**src/verilog/pwm_ctrl_pkg.sv**
```systemverilog
// Package of constants and types for the buck mode and boost PWM control core
// Behaviour
// - Sample phase comparator just before high-side turn-on.
// - Low sample means forward current, high means reverse.
// - Eight consecutive high samples move PWM to hysteretic.
// - Entering hysteretic mode turns both gates off.
// - Eight consecutive low samples return to PWM.
// - Output drop forces PWM at next main clock.
// - Hysteretic pulse starts at lower, ends at upper limit.
// - Hysteretic gate pulses stay aligned to main clock.
// - Low-side waits until high-side gate is low.
// - High-side waits until low-side gate is low.
// - Global enable low keeps every output off.
// - Each buck needs its channel and global enable.
// - Global high, channels low gives stand-by.
// - Boost clock is main clock divided by three.
// - Divided boost pulse lasts one main period.
// - Ramp above error sets the boost latch.
// - Falling edge of divided pulse resets latch.
// - Disable-detect input turns the boost controller off.
// - Boost runs whenever the 5V buck is enabled and the disable-detect input is low.
package pwm_ctrl_pkg;

  localparam int unsigned CLK_KHZ = 200000;
  localparam int unsigned MAIN_KHZ = 300;
  localparam int unsigned MAIN_DIV = CLK_KHZ / MAIN_KHZ;
  localparam int unsigned CNT_W = 10;
  localparam logic [1:0] BOOST_LAST = 2'h2;
  localparam logic [3:0] RUN_LEN = 4'h8;
  localparam logic [7:0] ADDR_CTRL = 8'h00;
  localparam logic [7:0] ADDR_STATUS = 8'h04;

  typedef enum logic {MODE_PWM, MODE_HYST} mode_t;

  typedef struct packed {
    mode_t mode;
    logic [3:0] run;
    logic drop_pend;
    logic pulse_pend;
    logic pulse;
    logic hi_phase;
    logic hs;
    logic ls;
  } chan_st_t;

  localparam chan_st_t CHAN_RESET = '{MODE_PWM, 4'h0, 1'b0, 1'b0, 1'b0, 1'b0, 1'b0, 1'b0};

  typedef struct packed {
    logic glob;
    logic en5;
    logic en3;
    logic boost_dis;
    logic ramp_above;
    logic [1:0] phase;
    logic [1:0] pwm_end;
    logic [1:0] hyst_low;
    logic [1:0] hyst_high;
    logic [1:0] out_drop;
    logic [1:0] hs_low;
    logic [1:0] ls_low;
  } pins_t;

  typedef struct packed {
    logic [20:0] rsv;
    logic boost_dis;
    logic boost_gate;
    logic [2:0] en;
    logic [1:0] ls;
    logic [1:0] hs;
    logic [1:0] hyst;
  } status_t;

endpackage : pwm_ctrl_pkg

```
**src/verilog/chan_if.sv**
```systemverilog
// Interface between the top and one buck channel controller
`timescale 1ns/1ps
`default_nettype none
interface chan_if;
  logic main_tick;
  logic pre_tick;
  logic enable;
  logic force_pwm;
  logic phase_s;
  logic pwm_end;
  logic hyst_low;
  logic hyst_high;
  logic out_drop;
  logic hs_low;
  logic ls_low;
  logic hs_gate;
  logic ls_gate;
  logic hyst_mode;
  modport ctl (output main_tick, pre_tick, enable, force_pwm, phase_s, pwm_end, hyst_low,
    hyst_high, out_drop, hs_low, ls_low, input hs_gate, ls_gate, hyst_mode);
  modport chan (input main_tick, pre_tick, enable, force_pwm, phase_s, pwm_end, hyst_low,
    hyst_high, out_drop, hs_low, ls_low, output hs_gate, ls_gate, hyst_mode);
endinterface : chan_if
`default_nettype wire

```
**src/verilog/buck_chan.sv**
```systemverilog
// One buck channel: mode control, hysteretic pulses and gate interlock
`timescale 1ns/1ps
`default_nettype none
module buck_chan
(
  // Clock and reset
  input wire logic clk,
  input wire logic rst,
  // Channel signals
  chan_if.chan c
);
  import pwm_ctrl_pkg::*;

  chan_st_t q;
  chan_st_t n;
  logic active;
  logic sample_match;

  always_comb
  begin
    n = q;
    active = 1'b0;
    sample_match = 1'b0;
    if (!c.enable)
    begin
      n = CHAN_RESET;
    end
    else
    begin
      if (c.pre_tick)
      begin
        // Match means a sample pointing away from the present mode
        sample_match = (c.phase_s == (q.mode == MODE_PWM));
        n.run = sample_match ? q.run + 4'h1 : 4'h0;
        if (sample_match && (q.run + 4'h1 == RUN_LEN))
        begin
          n.run = 4'h0;
          if (q.mode == MODE_PWM && !c.force_pwm)
          begin
            n.mode = MODE_HYST;
            n.pulse = 1'b0;
            n.pulse_pend = 1'b0;
            n.hi_phase = 1'b0;
          end
          else if (q.mode == MODE_HYST)
          begin
            n.mode = MODE_PWM;
          end
        end
      end
      if (q.mode == MODE_HYST)
      begin
        if (c.out_drop)
        begin
          n.drop_pend = 1'b1;
        end
        if (c.main_tick && (q.drop_pend || c.force_pwm))
        begin
          n.mode = MODE_PWM;
          n.drop_pend = 1'b0;
        end
        if (c.hyst_low)
        begin
          n.pulse_pend = 1'b1;
        end
        // Pulse begins only on a main tick so channel phasing holds
        if (c.main_tick && q.pulse_pend)
        begin
          n.pulse = 1'b1;
          n.pulse_pend = 1'b0;
        end
        if (c.hyst_high)
        begin
          n.pulse = 1'b0;
          n.pulse_pend = 1'b0;
        end
      end
      else
      begin
        n.drop_pend = 1'b0;
        n.pulse = 1'b0;
        n.pulse_pend = 1'b0;
      end
      active = (n.mode == MODE_PWM) || n.pulse;
      if (!active)
      begin
        n.hi_phase = 1'b0;
      end
      else if (c.main_tick)
      begin
        n.hi_phase = 1'b1;
      end
      else if (c.pwm_end)
      begin
        n.hi_phase = 1'b0;
      end
    end
    n.hs = active && n.hi_phase && c.ls_low && !q.ls;
    n.ls = active && !n.hi_phase && c.hs_low && !q.hs;
  end

  always_ff @(posedge clk or posedge rst)
  begin
    if (rst)
    begin
      q <= CHAN_RESET;
    end
    else
    begin
      q <= n;
    end
  end

  assign c.hs_gate = q.hs;
  assign c.ls_gate = q.ls;
  assign c.hyst_mode = (q.mode == MODE_HYST);

  a_hyst_entry: assert property (@(posedge clk) disable iff (rst)
    (c.enable && q.mode == MODE_PWM && n.mode == MODE_HYST)
      |-> (q.run == 4'h7 && c.pre_tick && c.phase_s))
    else $error("hysteretic entry without eight high samples");
  a_entry_off: assert property (@(posedge clk) disable iff (rst)
    (c.enable && q.mode == MODE_PWM && n.mode == MODE_HYST) |=> (!q.hs && !q.ls))
    else $error("gates not off at hysteretic entry");
  a_pwm_return: assert property (@(posedge clk) disable iff (rst)
    (c.enable && q.mode == MODE_HYST && n.mode == MODE_PWM)
      |-> ((q.run == 4'h7 && c.pre_tick && !c.phase_s) || (c.main_tick
      && (q.drop_pend || c.force_pwm))))
    else $error("PWM return without cause");
  a_drop_exit: assert property (@(posedge clk) disable iff (rst)
    (c.enable ##0 q.mode == MODE_HYST && q.drop_pend && c.main_tick ##1 c.enable)
      |-> q.mode == MODE_PWM)
    else $error("output drop did not force PWM");
  a_run_clear: assert property (@(posedge clk) disable iff (rst)
    (c.enable && c.pre_tick && (c.phase_s != (q.mode == MODE_PWM))) |=> q.run == 4'h0)
    else $error("opposite sample kept the run");
  a_hs_dead: assert property (@(posedge clk) disable iff (rst)
    $rose(q.hs) |-> ($past(c.ls_low) && !$past(q.ls)))
    else $error("high side on before low side off");
  a_ls_dead: assert property (@(posedge clk) disable iff (rst)
    $rose(q.ls) |-> ($past(c.hs_low) && !$past(q.hs)))
    else $error("low side on before high side off");
  a_tick_align: assert property (@(posedge clk) disable iff (rst)
    $rose(q.hi_phase) |-> $past(c.main_tick))
    else $error("on-time not aligned to main clock");

endmodule : buck_chan
`default_nettype wire

```
**src/verilog/pwr_ctrl_top.sv**
```systemverilog
// Top of the power control core: pins, enables, boost PWM and Wishbone registers
//
// Implementation choices: the placing of the registers and the Wishbone interface to the registers.
`timescale 1ns/1ps
`default_nettype none
module pwr_ctrl_top
#(
  parameter int unsigned MAIN_DIV_P = pwm_ctrl_pkg::MAIN_DIV
)
(
  // Clock and reset
  input wire logic CLK,
  input wire logic RST,
  // Wishbone slave
  input wire logic WB_CYC_I,
  input wire logic WB_STB_I,
  input wire logic WB_WE_I,
  input wire logic [7:0] WB_ADR_I,
  input wire logic [3:0] WB_SEL_I,
  input wire logic [31:0] WB_DAT_I,
  output logic [31:0] WB_DAT_O,
  output logic WB_ACK_O,
  // System enables
  input wire logic GLOBAL_OUTPUT_ENABLE,
  input wire logic MAIN5_CHANNEL_ENABLE,
  input wire logic MAIN3_CHANNEL_ENABLE,
  // Buck comparators, index 0 is 5V, index 1 is 3.3V
  input wire logic [1:0] PHASE_CMP,
  input wire logic [1:0] PWM_END,
  input wire logic [1:0] HYST_LOW,
  input wire logic [1:0] HYST_HIGH,
  input wire logic [1:0] OUT_DROP,
  input wire logic [1:0] HS_GATE_LOW,
  input wire logic [1:0] LS_GATE_LOW,
  // Boost comparators
  input wire logic BOOST_FEEDBACK_SENSE,
  input wire logic RAMP_ABOVE_ERROR,
  // Rail enables
  output logic ALWAYS_ON_EN,
  output logic MAIN5_EN,
  output logic MAIN3_EN,
  // Gate drives
  output logic [1:0] HS_GATE,
  output logic [1:0] LS_GATE,
  output logic BOOST_GATE,
  output logic BOOST_RAMP_CLK
);
  import pwm_ctrl_pkg::*;

  localparam logic [CNT_W-1:0] CNT_LAST = CNT_W'(MAIN_DIV_P - 1);
  localparam logic [CNT_W-1:0] CNT_HALF = CNT_W'(MAIN_DIV_P / 2);

  typedef struct packed {
    pins_t s1;
    pins_t s2;
    logic [CNT_W-1:0] cnt;
    logic [1:0] boost_div;
    logic boost_clk3;
    logic boost_latch;
    logic [1:0] force_pwm;
    logic ack;
    logic [31:0] dat;
  } top_st_t;

  top_st_t q;
  top_st_t n;
  pins_t pins;
  status_t stat;
  logic main_tick;
  logic boost_en;
  logic boost_fall;
  logic [1:0] hyst_mode;
  logic [1:0] chan_en;
  logic [1:0] hs_g;
  logic [1:0] ls_g;

  // Counter value that fires a tick for a channel with the given offset
  function automatic logic at_offset(input logic [CNT_W-1:0] cnt, input logic [CNT_W-1:0] ofs,
    input logic early);
    logic [CNT_W-1:0] target;
    target = ofs;
    if (early)
    begin
      target = (ofs == '0) ? CNT_LAST : ofs - CNT_W'(1);
    end
    return cnt == target;
  endfunction : at_offset

  assign pins = '{GLOBAL_OUTPUT_ENABLE, MAIN5_CHANNEL_ENABLE, MAIN3_CHANNEL_ENABLE,
    BOOST_FEEDBACK_SENSE, RAMP_ABOVE_ERROR, PHASE_CMP, PWM_END, HYST_LOW, HYST_HIGH,
    OUT_DROP, HS_GATE_LOW, LS_GATE_LOW};

  assign ALWAYS_ON_EN = q.s2.glob;
  assign MAIN5_EN = q.s2.glob && q.s2.en5;
  assign MAIN3_EN = q.s2.glob && q.s2.en3;
  assign chan_en = {MAIN3_EN, MAIN5_EN};
  // Boost follows the 5V buck unless its feedback is strapped high
  assign boost_en = MAIN5_EN && !q.s2.boost_dis;
  assign main_tick = (q.cnt == '0);

  // Two buck channels run half a main period apart
  genvar gi;
  generate
    for (gi = 0; gi < 2; gi++)
    begin : g_chan
      chan_if cif ();
      localparam logic [CNT_W-1:0] OFS = (gi == 0) ? '0 : CNT_HALF;
      assign cif.main_tick = at_offset(q.cnt, OFS, 1'b0);
      assign cif.pre_tick = at_offset(q.cnt, OFS, 1'b1);
      assign cif.enable = chan_en[gi];
      assign cif.force_pwm = q.force_pwm[gi];
      assign cif.phase_s = q.s2.phase[gi];
      assign cif.pwm_end = q.s2.pwm_end[gi];
      assign cif.hyst_low = q.s2.hyst_low[gi];
      assign cif.hyst_high = q.s2.hyst_high[gi];
      assign cif.out_drop = q.s2.out_drop[gi];
      assign cif.hs_low = q.s2.hs_low[gi];
      assign cif.ls_low = q.s2.ls_low[gi];
      assign hs_g[gi] = cif.hs_gate;
      assign ls_g[gi] = cif.ls_gate;
      assign hyst_mode[gi] = cif.hyst_mode;
      buck_chan u_chan
      (
        .clk (CLK),
        .rst (RST),
        .c (cif.chan)
      );
    end
  endgenerate

  always_comb
  begin
    n = q;
    n.s1 = pins;
    n.s2 = q.s1;
    n.cnt = (q.cnt == CNT_LAST) ? '0 : q.cnt + CNT_W'(1);
    boost_fall = 1'b0;
    if (main_tick)
    begin
      n.boost_div = (q.boost_div == BOOST_LAST) ? 2'h0 : q.boost_div + 2'h1;
      n.boost_clk3 = (n.boost_div == 2'h0);
      boost_fall = q.boost_clk3;
    end
    if (!boost_en || boost_fall)
    begin
      n.boost_latch = 1'b0;
    end
    else if (q.boost_clk3 && q.s2.ramp_above)
    begin
      n.boost_latch = 1'b1;
    end
    stat = '0;
    stat.boost_dis = q.s2.boost_dis;
    stat.boost_gate = q.boost_latch;
    stat.en = {MAIN3_EN, MAIN5_EN, ALWAYS_ON_EN};
    stat.ls = ls_g;
    stat.hs = hs_g;
    stat.hyst = hyst_mode;
    n.ack = WB_CYC_I && WB_STB_I && !q.ack;
    if (n.ack)
    begin
      n.dat = '0;
      unique case (WB_ADR_I)
        ADDR_CTRL:
        begin
          n.dat = {30'h00000000, q.force_pwm};
          if (WB_WE_I && WB_SEL_I[0])
          begin
            n.force_pwm = WB_DAT_I[1:0];
          end
        end
        ADDR_STATUS:
        begin
          n.dat = stat;
        end
        default:
        begin
          n.dat = '0;
        end
      endcase
    end
  end

  always_ff @(posedge CLK or posedge RST)
  begin
    if (RST)
    begin
      q <= '0;
    end
    else
    begin
      q <= n;
    end
  end

  // Gates are forced low outside the enables as a second line of defence
  assign HS_GATE = hs_g & chan_en;
  assign LS_GATE = ls_g & chan_en;
  assign BOOST_GATE = q.boost_latch && boost_en;
  assign BOOST_RAMP_CLK = q.boost_clk3 && boost_en;
  assign WB_DAT_O = q.dat;
  assign WB_ACK_O = q.ack;

  a_global_off: assert property (@(posedge CLK) disable iff (RST)
    !q.s2.glob |-> (!ALWAYS_ON_EN && !MAIN5_EN && !MAIN3_EN && HS_GATE == 2'h0
      && LS_GATE == 2'h0 && !BOOST_GATE))
    else $error("output active with global enable low");
  a_stand_by: assert property (@(posedge CLK) disable iff (RST)
    (q.s2.glob && !q.s2.en5 && !q.s2.en3) |-> (ALWAYS_ON_EN && !MAIN5_EN && !MAIN3_EN))
    else $error("stand-by pattern wrong");
  a_boost_fall: assert property (@(posedge CLK) disable iff (RST)
    $fell(q.boost_clk3) |-> !q.boost_latch)
    else $error("boost latch survived pulse end");
  a_boost_set: assert property (@(posedge CLK) disable iff (RST)
    (boost_en && q.boost_clk3 && q.s2.ramp_above && !boost_fall) |=> q.boost_latch)
    else $error("ramp above error did not set latch");
  // Both pulse edges follow a main tick, so the width is whole main periods
  a_boost_width: assert property (@(posedge CLK) disable iff (RST)
    $changed(q.boost_clk3) |-> ($past(q.cnt) == '0 && q.cnt == CNT_W'(1)))
    else $error("divided pulse not aligned to main period");
  a_boost_disable: assert property (@(posedge CLK) disable iff (RST)
    q.s2.boost_dis |-> (!BOOST_GATE && !BOOST_RAMP_CLK))
    else $error("boost active while disabled");

endmodule : pwr_ctrl_top
`default_nettype wire
```
**config.mk**
```make
export PLATFORM = sky130hd
export DESIGN_NAME = pwr_ctrl_top
export DESIGN_NICKNAME = d
export VERILOG_FILES = /design/src/verilog/pwm_ctrl_pkg.sv /design/src/verilog/chan_if.sv /design/src/verilog/buck_chan.sv /design/src/verilog/pwr_ctrl_top.sv
export SDC_FILE = /design/constraint.sdc
export NUM_CORES = 1
export LEC_CHECK = 0
export BUFFER_PORTS_ARGS = -buffer_cell sky130_fd_sc_hd__buf_4
export CAP_MARGIN = 10
export CORE_MARGIN = 2
export CORE_UTILIZATION = 50
export DETAILED_ROUTE_END_ITERATION = 8
export PLACE_DENSITY = 0.8
export SLEW_MARGIN = 40
export SYNTH_ARGS = -nofsm -noshare
export SYNTH_HDL_FRONTEND = slang
export SYNTH_SLANG_ARGS = --single-unit
```
**constraint.sdc**
```tcl
create_clock -name CLK -period 2.9 [get_ports CLK]
set_input_delay 0.145 -clock CLK [delete_from_list [all_inputs] [get_ports CLK]]
set_output_delay 0.145 -clock CLK [all_outputs]
set_load 0.01 [all_outputs]
```
**Word level (Yosys, flattened, before mapping)**

Cells that the tools add are included.

- Bits in registers: 109
- Input port bits: 68
- Output and inout port bits: 42
- Word-level logic and storage cells: 178

- Add/subtract/negate cells: 4
- Equality and inequality tests: 19
- Muxes and demuxes: 50
- Bitwise gates (word level): 6
- Reduce and logical (&&, ||, !) cells: 52

Operator list:

| cell | count |
|---|---|
| $ne 6x6->1 const B | 6 |
| $mux 3 | 10 |
| $logic_and 1x1->1 | 29 |
| $mux 1 | 25 |
| $pmux 11 s2 | 1 |
| $eq 10x9->1 const B | 2 |
| $mux 5 | 4 |
| $mux 9 | 2 |
| $logic_not 1->1 | 11 |
| $add 10x1->10 const B | 1 |
| $eq 10x10->1 const B | 1 |
| $logic_not 10->1 | 1 |
| $mux 10 | 1 |
| $mux 2 | 5 |
| $reduce_and 3->1 | 3 |
| $add 4x1->4 const B | 2 |
| $eq 4x4->1 const B | 2 |
| $eq 8x3->1 const B | 1 |
| $logic_not 8->1 | 1 |
| $mux 4 | 2 |
| $ne 4x4->1 const B | 2 |
| $logic_or 1x1->1 | 5 |
| $and 2x2->2 | 2 |
| $not 1->1 | 4 |
| 7 further kinds | 8 |

**Logic depth before layout (Yosys ltp)**

- Word-level depth: 17
- Gate-level depth with buffers: 9

**By module**

A second synthesis with hierarchy kept.

- Cell total of the unflattened synthesis: 328
- Area total of the unflattened synthesis: 3,759.9 um^2

By module, submodules not included:

| module | instances | cells each | area an instance (um^2) | sequential area each (um^2) |
|---|---|---|---|---|
| pwr_ctrl_top | 1 | 204 | 2,546.2 | 1,651.6 |
| buck_chan | 2 | 62 | 606.8 | 275.3 |

**Least setup slack after synthesis**

Ideal clock, no wire load.

- Path kind: reg2reg
- From: reg q[39] (netlist name)
- To: reg g_chan[1].u_chan.q (netlist bit g_chan[1].u_chan.c.hs_gate)
- Library setup time: 0.095 ns
- Arrival: 2.122 ns
- Data required time: 2.805 ns
- Path slack: 0.683 ns
- Cell stages (with the launch flop): 9
- Buffers on the path: 0
- Clock period less this slack: 2.217 ns
- Path through: dfrtp_1 -> inv_1 -> ha_1 -> or4b_4 -> nor4_4 -> o211ai_1 -> mux2_4 -> o22ai_2 -> nor4b_2

RTL lines:

| element | RTL line | RTL |
|---|---|---|
| start: declaration | pwr_ctrl_top.sv:65 | `top_st_t q;` |
| start signal: assignment | pwr_ctrl_top.sv:192 | `q <= n;` |
| end signal: assignment | buck_chan.sv:110 | `q <= n;` |
| end: declaration | buck_chan.sv:14 | `chan_st_t q;` |

==> impl_metrics.env <==
export IMPL_viasPerCell=5.156
export IMPL_cts_setup_buffers=0
export IMPL_grt_overflow_total=0
export IMPL_insertion_delay_ns=0.35
export IMPL_dieWidth_um=90.54
export IMPL_min_period_ns=2.482
export IMPL_peakVddDrop_v=0.0004539
export IMPL_synth_ff_type="dfrtp_1"
export IMPL_grt_pass1_wl_um=12200
export IMPL_r2r_start="q[39]"
export IMPL_dp_hpwl_um=5008
export IMPL_drc=0
export IMPL_synthAdderAreaFrac_pct=2.005
export IMPL_finalHoldViolCount=0
export IMPL_io_pins=110
export IMPL_yosysWarnings=0
export IMPL_reg2reg_to="g_chan[1].u_chan.c.hs_gate"
export IMPL_muxShareOfSynthArea_pct=1.804
export IMPL_multi_input_area_mm2=0.001295
export IMPL_synth_common_cells="88 x dfrtp_1, 32 x buf_4, 28 x nor2_1"
export IMPL_start_kind="flip-flop"
export IMPL_ant_nets=0
export IMPL_cts_tree="built"
export IMPL_vias=2552
export IMPL_r2r_setup_slack_ns=0.42
export IMPL_die_h_um=90.54
export IMPL_synth_top_family_by_area="simple AND/OR/NAND/NOR gates"
export IMPL_setup_tns_final_ns=0
export IMPL_register_area_mm2=0.002202
export IMPL_cts_clk_slew_worst_paths_ns=0.09
export IMPL_yosys_top_cells_area="dfrtp_1 59%, buf_4 6.4%, nor2_1 2.8%"
export IMPL_clock_sinks=88
export IMPL_setup_viol=0
export IMPL_crit_buf_inv=1
export IMPL_synth_compound_area_share_pct=9.255
export IMPL_port_buffers=55
export IMPL_dr_pass1_iters=5
export IMPL_cp_slowest_cell="or4b_4"
export IMPL_drive_gt1_share_pct=22.47
export IMPL_worstMarginPinSlew_ns=0.5411
export IMPL_synth_top_area_share_pct=58.80
export IMPL_synthCells=321
export IMPL_synth_area_leader_cell="dfrtp_1"
export IMPL_hold_ws_ns=0.02855
export IMPL_period_share_pct=85.57
export IMPL_cp_arrival_ns=2.75
export IMPL_synth_xor_area_share_pct=2.807
export IMPL_r2r_cells=8
export IMPL_power_total_w=0.002349
export IMPL_clock_path_buffers=2
export IMPL_drt_iter0_markers=106
export IMPL_yosys_area_share_simple_pct=16.61
export IMPL_diodes=0
export IMPL_place_gp_congestion=0.8117
export IMPL_async_flop_share_pct=100.0
export IMPL_synth_most_common_cell="dfrtp_1"
export IMPL_leakagePower_nw=2.123
export IMPL_synth_area_per_cell_um2=11.67
export IMPL_syn2layout_area_growth_pct=21.15
export IMPL_synth_seq_cells=88
export IMPL_grt_antenna_before_repair=0
export IMPL_fillCellCount=533
export IMPL_ctsHtreeMaxLevel=3
export IMPL_crit_required_ns=3.16
export IMPL_timing_fmax_mhz=403.0
export IMPL_yosysSeqAreaShare_pct=58.80
export IMPL_synth_area_mm2=0.003745
export IMPL_core_area_mm2=0.007253
export IMPL_max_cap_violations=0
export IMPL_grt_pass1_vias=2528
export IMPL_synth_edf_count=0
export IMPL_finalWirelength_um=7352
export IMPL_outcome="complete, no violations"
export IMPL_grt_max_degree=47
export IMPL_slew_viol_final=0
export IMPL_worst_path_dominant_cell_family="simple AND/OR/NAND/NOR gates"
export IMPL_min_path_type="primary input to flip-flop"
export IMPL_rows=31
export IMPL_crit_fanout=6
export IMPL_wl_per_cell_um=14.85
export IMPL_fin_skew_ns=0.009366
export IMPL_rsz0062_at_grt="false"
export IMPL_synthDistinctLibCells=55
export IMPL_start_util_pct=51.63
export IMPL_crit_path_end_kind="flip-flop"
export IMPL_critical_path_class="flip-flop to flip-flop"
export IMPL_worstHoldStart="WB_DAT_I[1]"
export IMPL_cts_root_buffer="clkbuf_8"
export IMPL_power_density_mw_per_mm2=517.8
export IMPL_numCtsBuffers=9
export IMPL_track_usage_pct=18.79
export IMPL_holdPathEnd="g_chan[1].cif.force_pwm"
export IMPL_hold_path_depth=2
export IMPL_slew_headroom_pct=63.93
export IMPL_worstPathCellList="inv_1 -> ha_1 -> or4b_4 -> nor4_4 -> o211ai_1 -> mux2_4 -> o22ai_2 -> nor4b_2"
export IMPL_final_nets=465
export IMPL_slowest_delay_ns=0.51
export IMPL_die_area_mm2=0.008197
## per-stage QoR
step | instances | utilization [%] | cell area, µm² | setup WS, ns
6_report | 495 | 62.55 | 4537 | 0.4184
3_5_place_dp | 459 | 56.62 | 4106 | 0.4508
4_1_cts | 495 | 62.53 | 4536 | 0.4166
5_1_grt | 495 | 62.55 | 4537 | 0.2316
2_1_floorplan | 341 | - | 3820 | 0.4764
3_3_place_gp | 459 | 56.62 | 4106 | 0.5147
## where the power goes
part	internal, W	total [W]	leakage (nW)	switching (W)
registers	0.00125	0.00127	1.12	0.0000118
clock network	0.000518	0.000957	0.112	0.000439
logic	0.0000591	0.000126	0.891	0.0000666
total	0.00183	0.00235	2.12	0.000517
## layout make-up
type	instances	area share, %
Inverter	11	0.9653
Timing Repair Buffer	79	14.18
Tap cell	99	2.730
Clock buffer	11	3.116
Multi-Input combinational cell	202	28.54
Sequential cell	88	48.54
Clock inverter	5	1.931
## worst max path at each step
stage | cells after the start | end | slack, ns | startpoint
global route | 6 | g_chan[0].u_chan.c.ls_gate | 0.23 | q[44]
floorplan | 1 | ALWAYS_ON_EN | 0.48 | RST
CTS | 8 | g_chan[1].u_chan.c.hs_gate | 0.42 | q[39]
global placement | 8 | g_chan[1].u_chan.c.hs_gate | 0.51 | q[39]
finish | 8 | g_chan[1].u_chan.c.hs_gate | 0.42 | q[39]
detailed placement | 8 | g_chan[1].u_chan.c.hs_gate | 0.45 | q[39]
## what timing repair did
| item | CTS | global route |
|---|---|---|
| hold endpoints to repair | 63 | 0 |
| resized for setup | 0 | 0 |
| hold buffers | 20 | 0 |
## registers in the layout, indices dropped and copies added (netlist names), 11 cells and up
register	cells
WB_DAT_O	11
g_chan.u_chan.q	16
n	19
q	18
## cell families after synthesis
| group | after synthesis |
|---|---|
| simple gates | 110 |
| flops | 88 |
| buf+inv | 51 |
| compound gates | 47 |
| xor+xnor | 12 |
| fa+ha+maj | 6 |
| mux | 6 |
| other cells | 1 |
## metal layers
metal	wire (µm)	GRT usage, %	up-vias	share of wire (%)
met4	123	5.769	0	1.7
met2	3874	32.15	75	53
li1	-	-	1192	-
met1	3055	23.58	1272	42
met3	299	4.674	13	4.1
met5	0	0	-	0
## worst register-to-register path: stages (launching register included)
cell	delay (ns)
dfrtp_1	0.45
inv_1	0.08
ha_1	0.16
or4b_4	0.51
nor4_4	0.32
o211ai_1	0.19
mux2_4	0.34
o22ai_2	0.13
nor4b_2	0.23
## layout by cell type (no fill, tap or decap), types with 3 or more instances in the layout
cell type      instances
o21ai_0                7
a21oi_1               13
conb_1                21
nand2b_1               3
buf_4                 59
nand3_1                8
xor2_1                 4
and2_1                 3
nor2_1                28
nand3b_1               5
mux2i_1                3
nand4b_1               3
a22o_1                 9
nand2_1               21
and3_1                 7
clkbuf_8              10
ha_1                   6
dlygate4sd3_1         20
xnor2_1                8
nor3b_1                4
inv_1                 10
dfrtp_1               88
nor3_1                10
(Power assumes the default switching activity.)
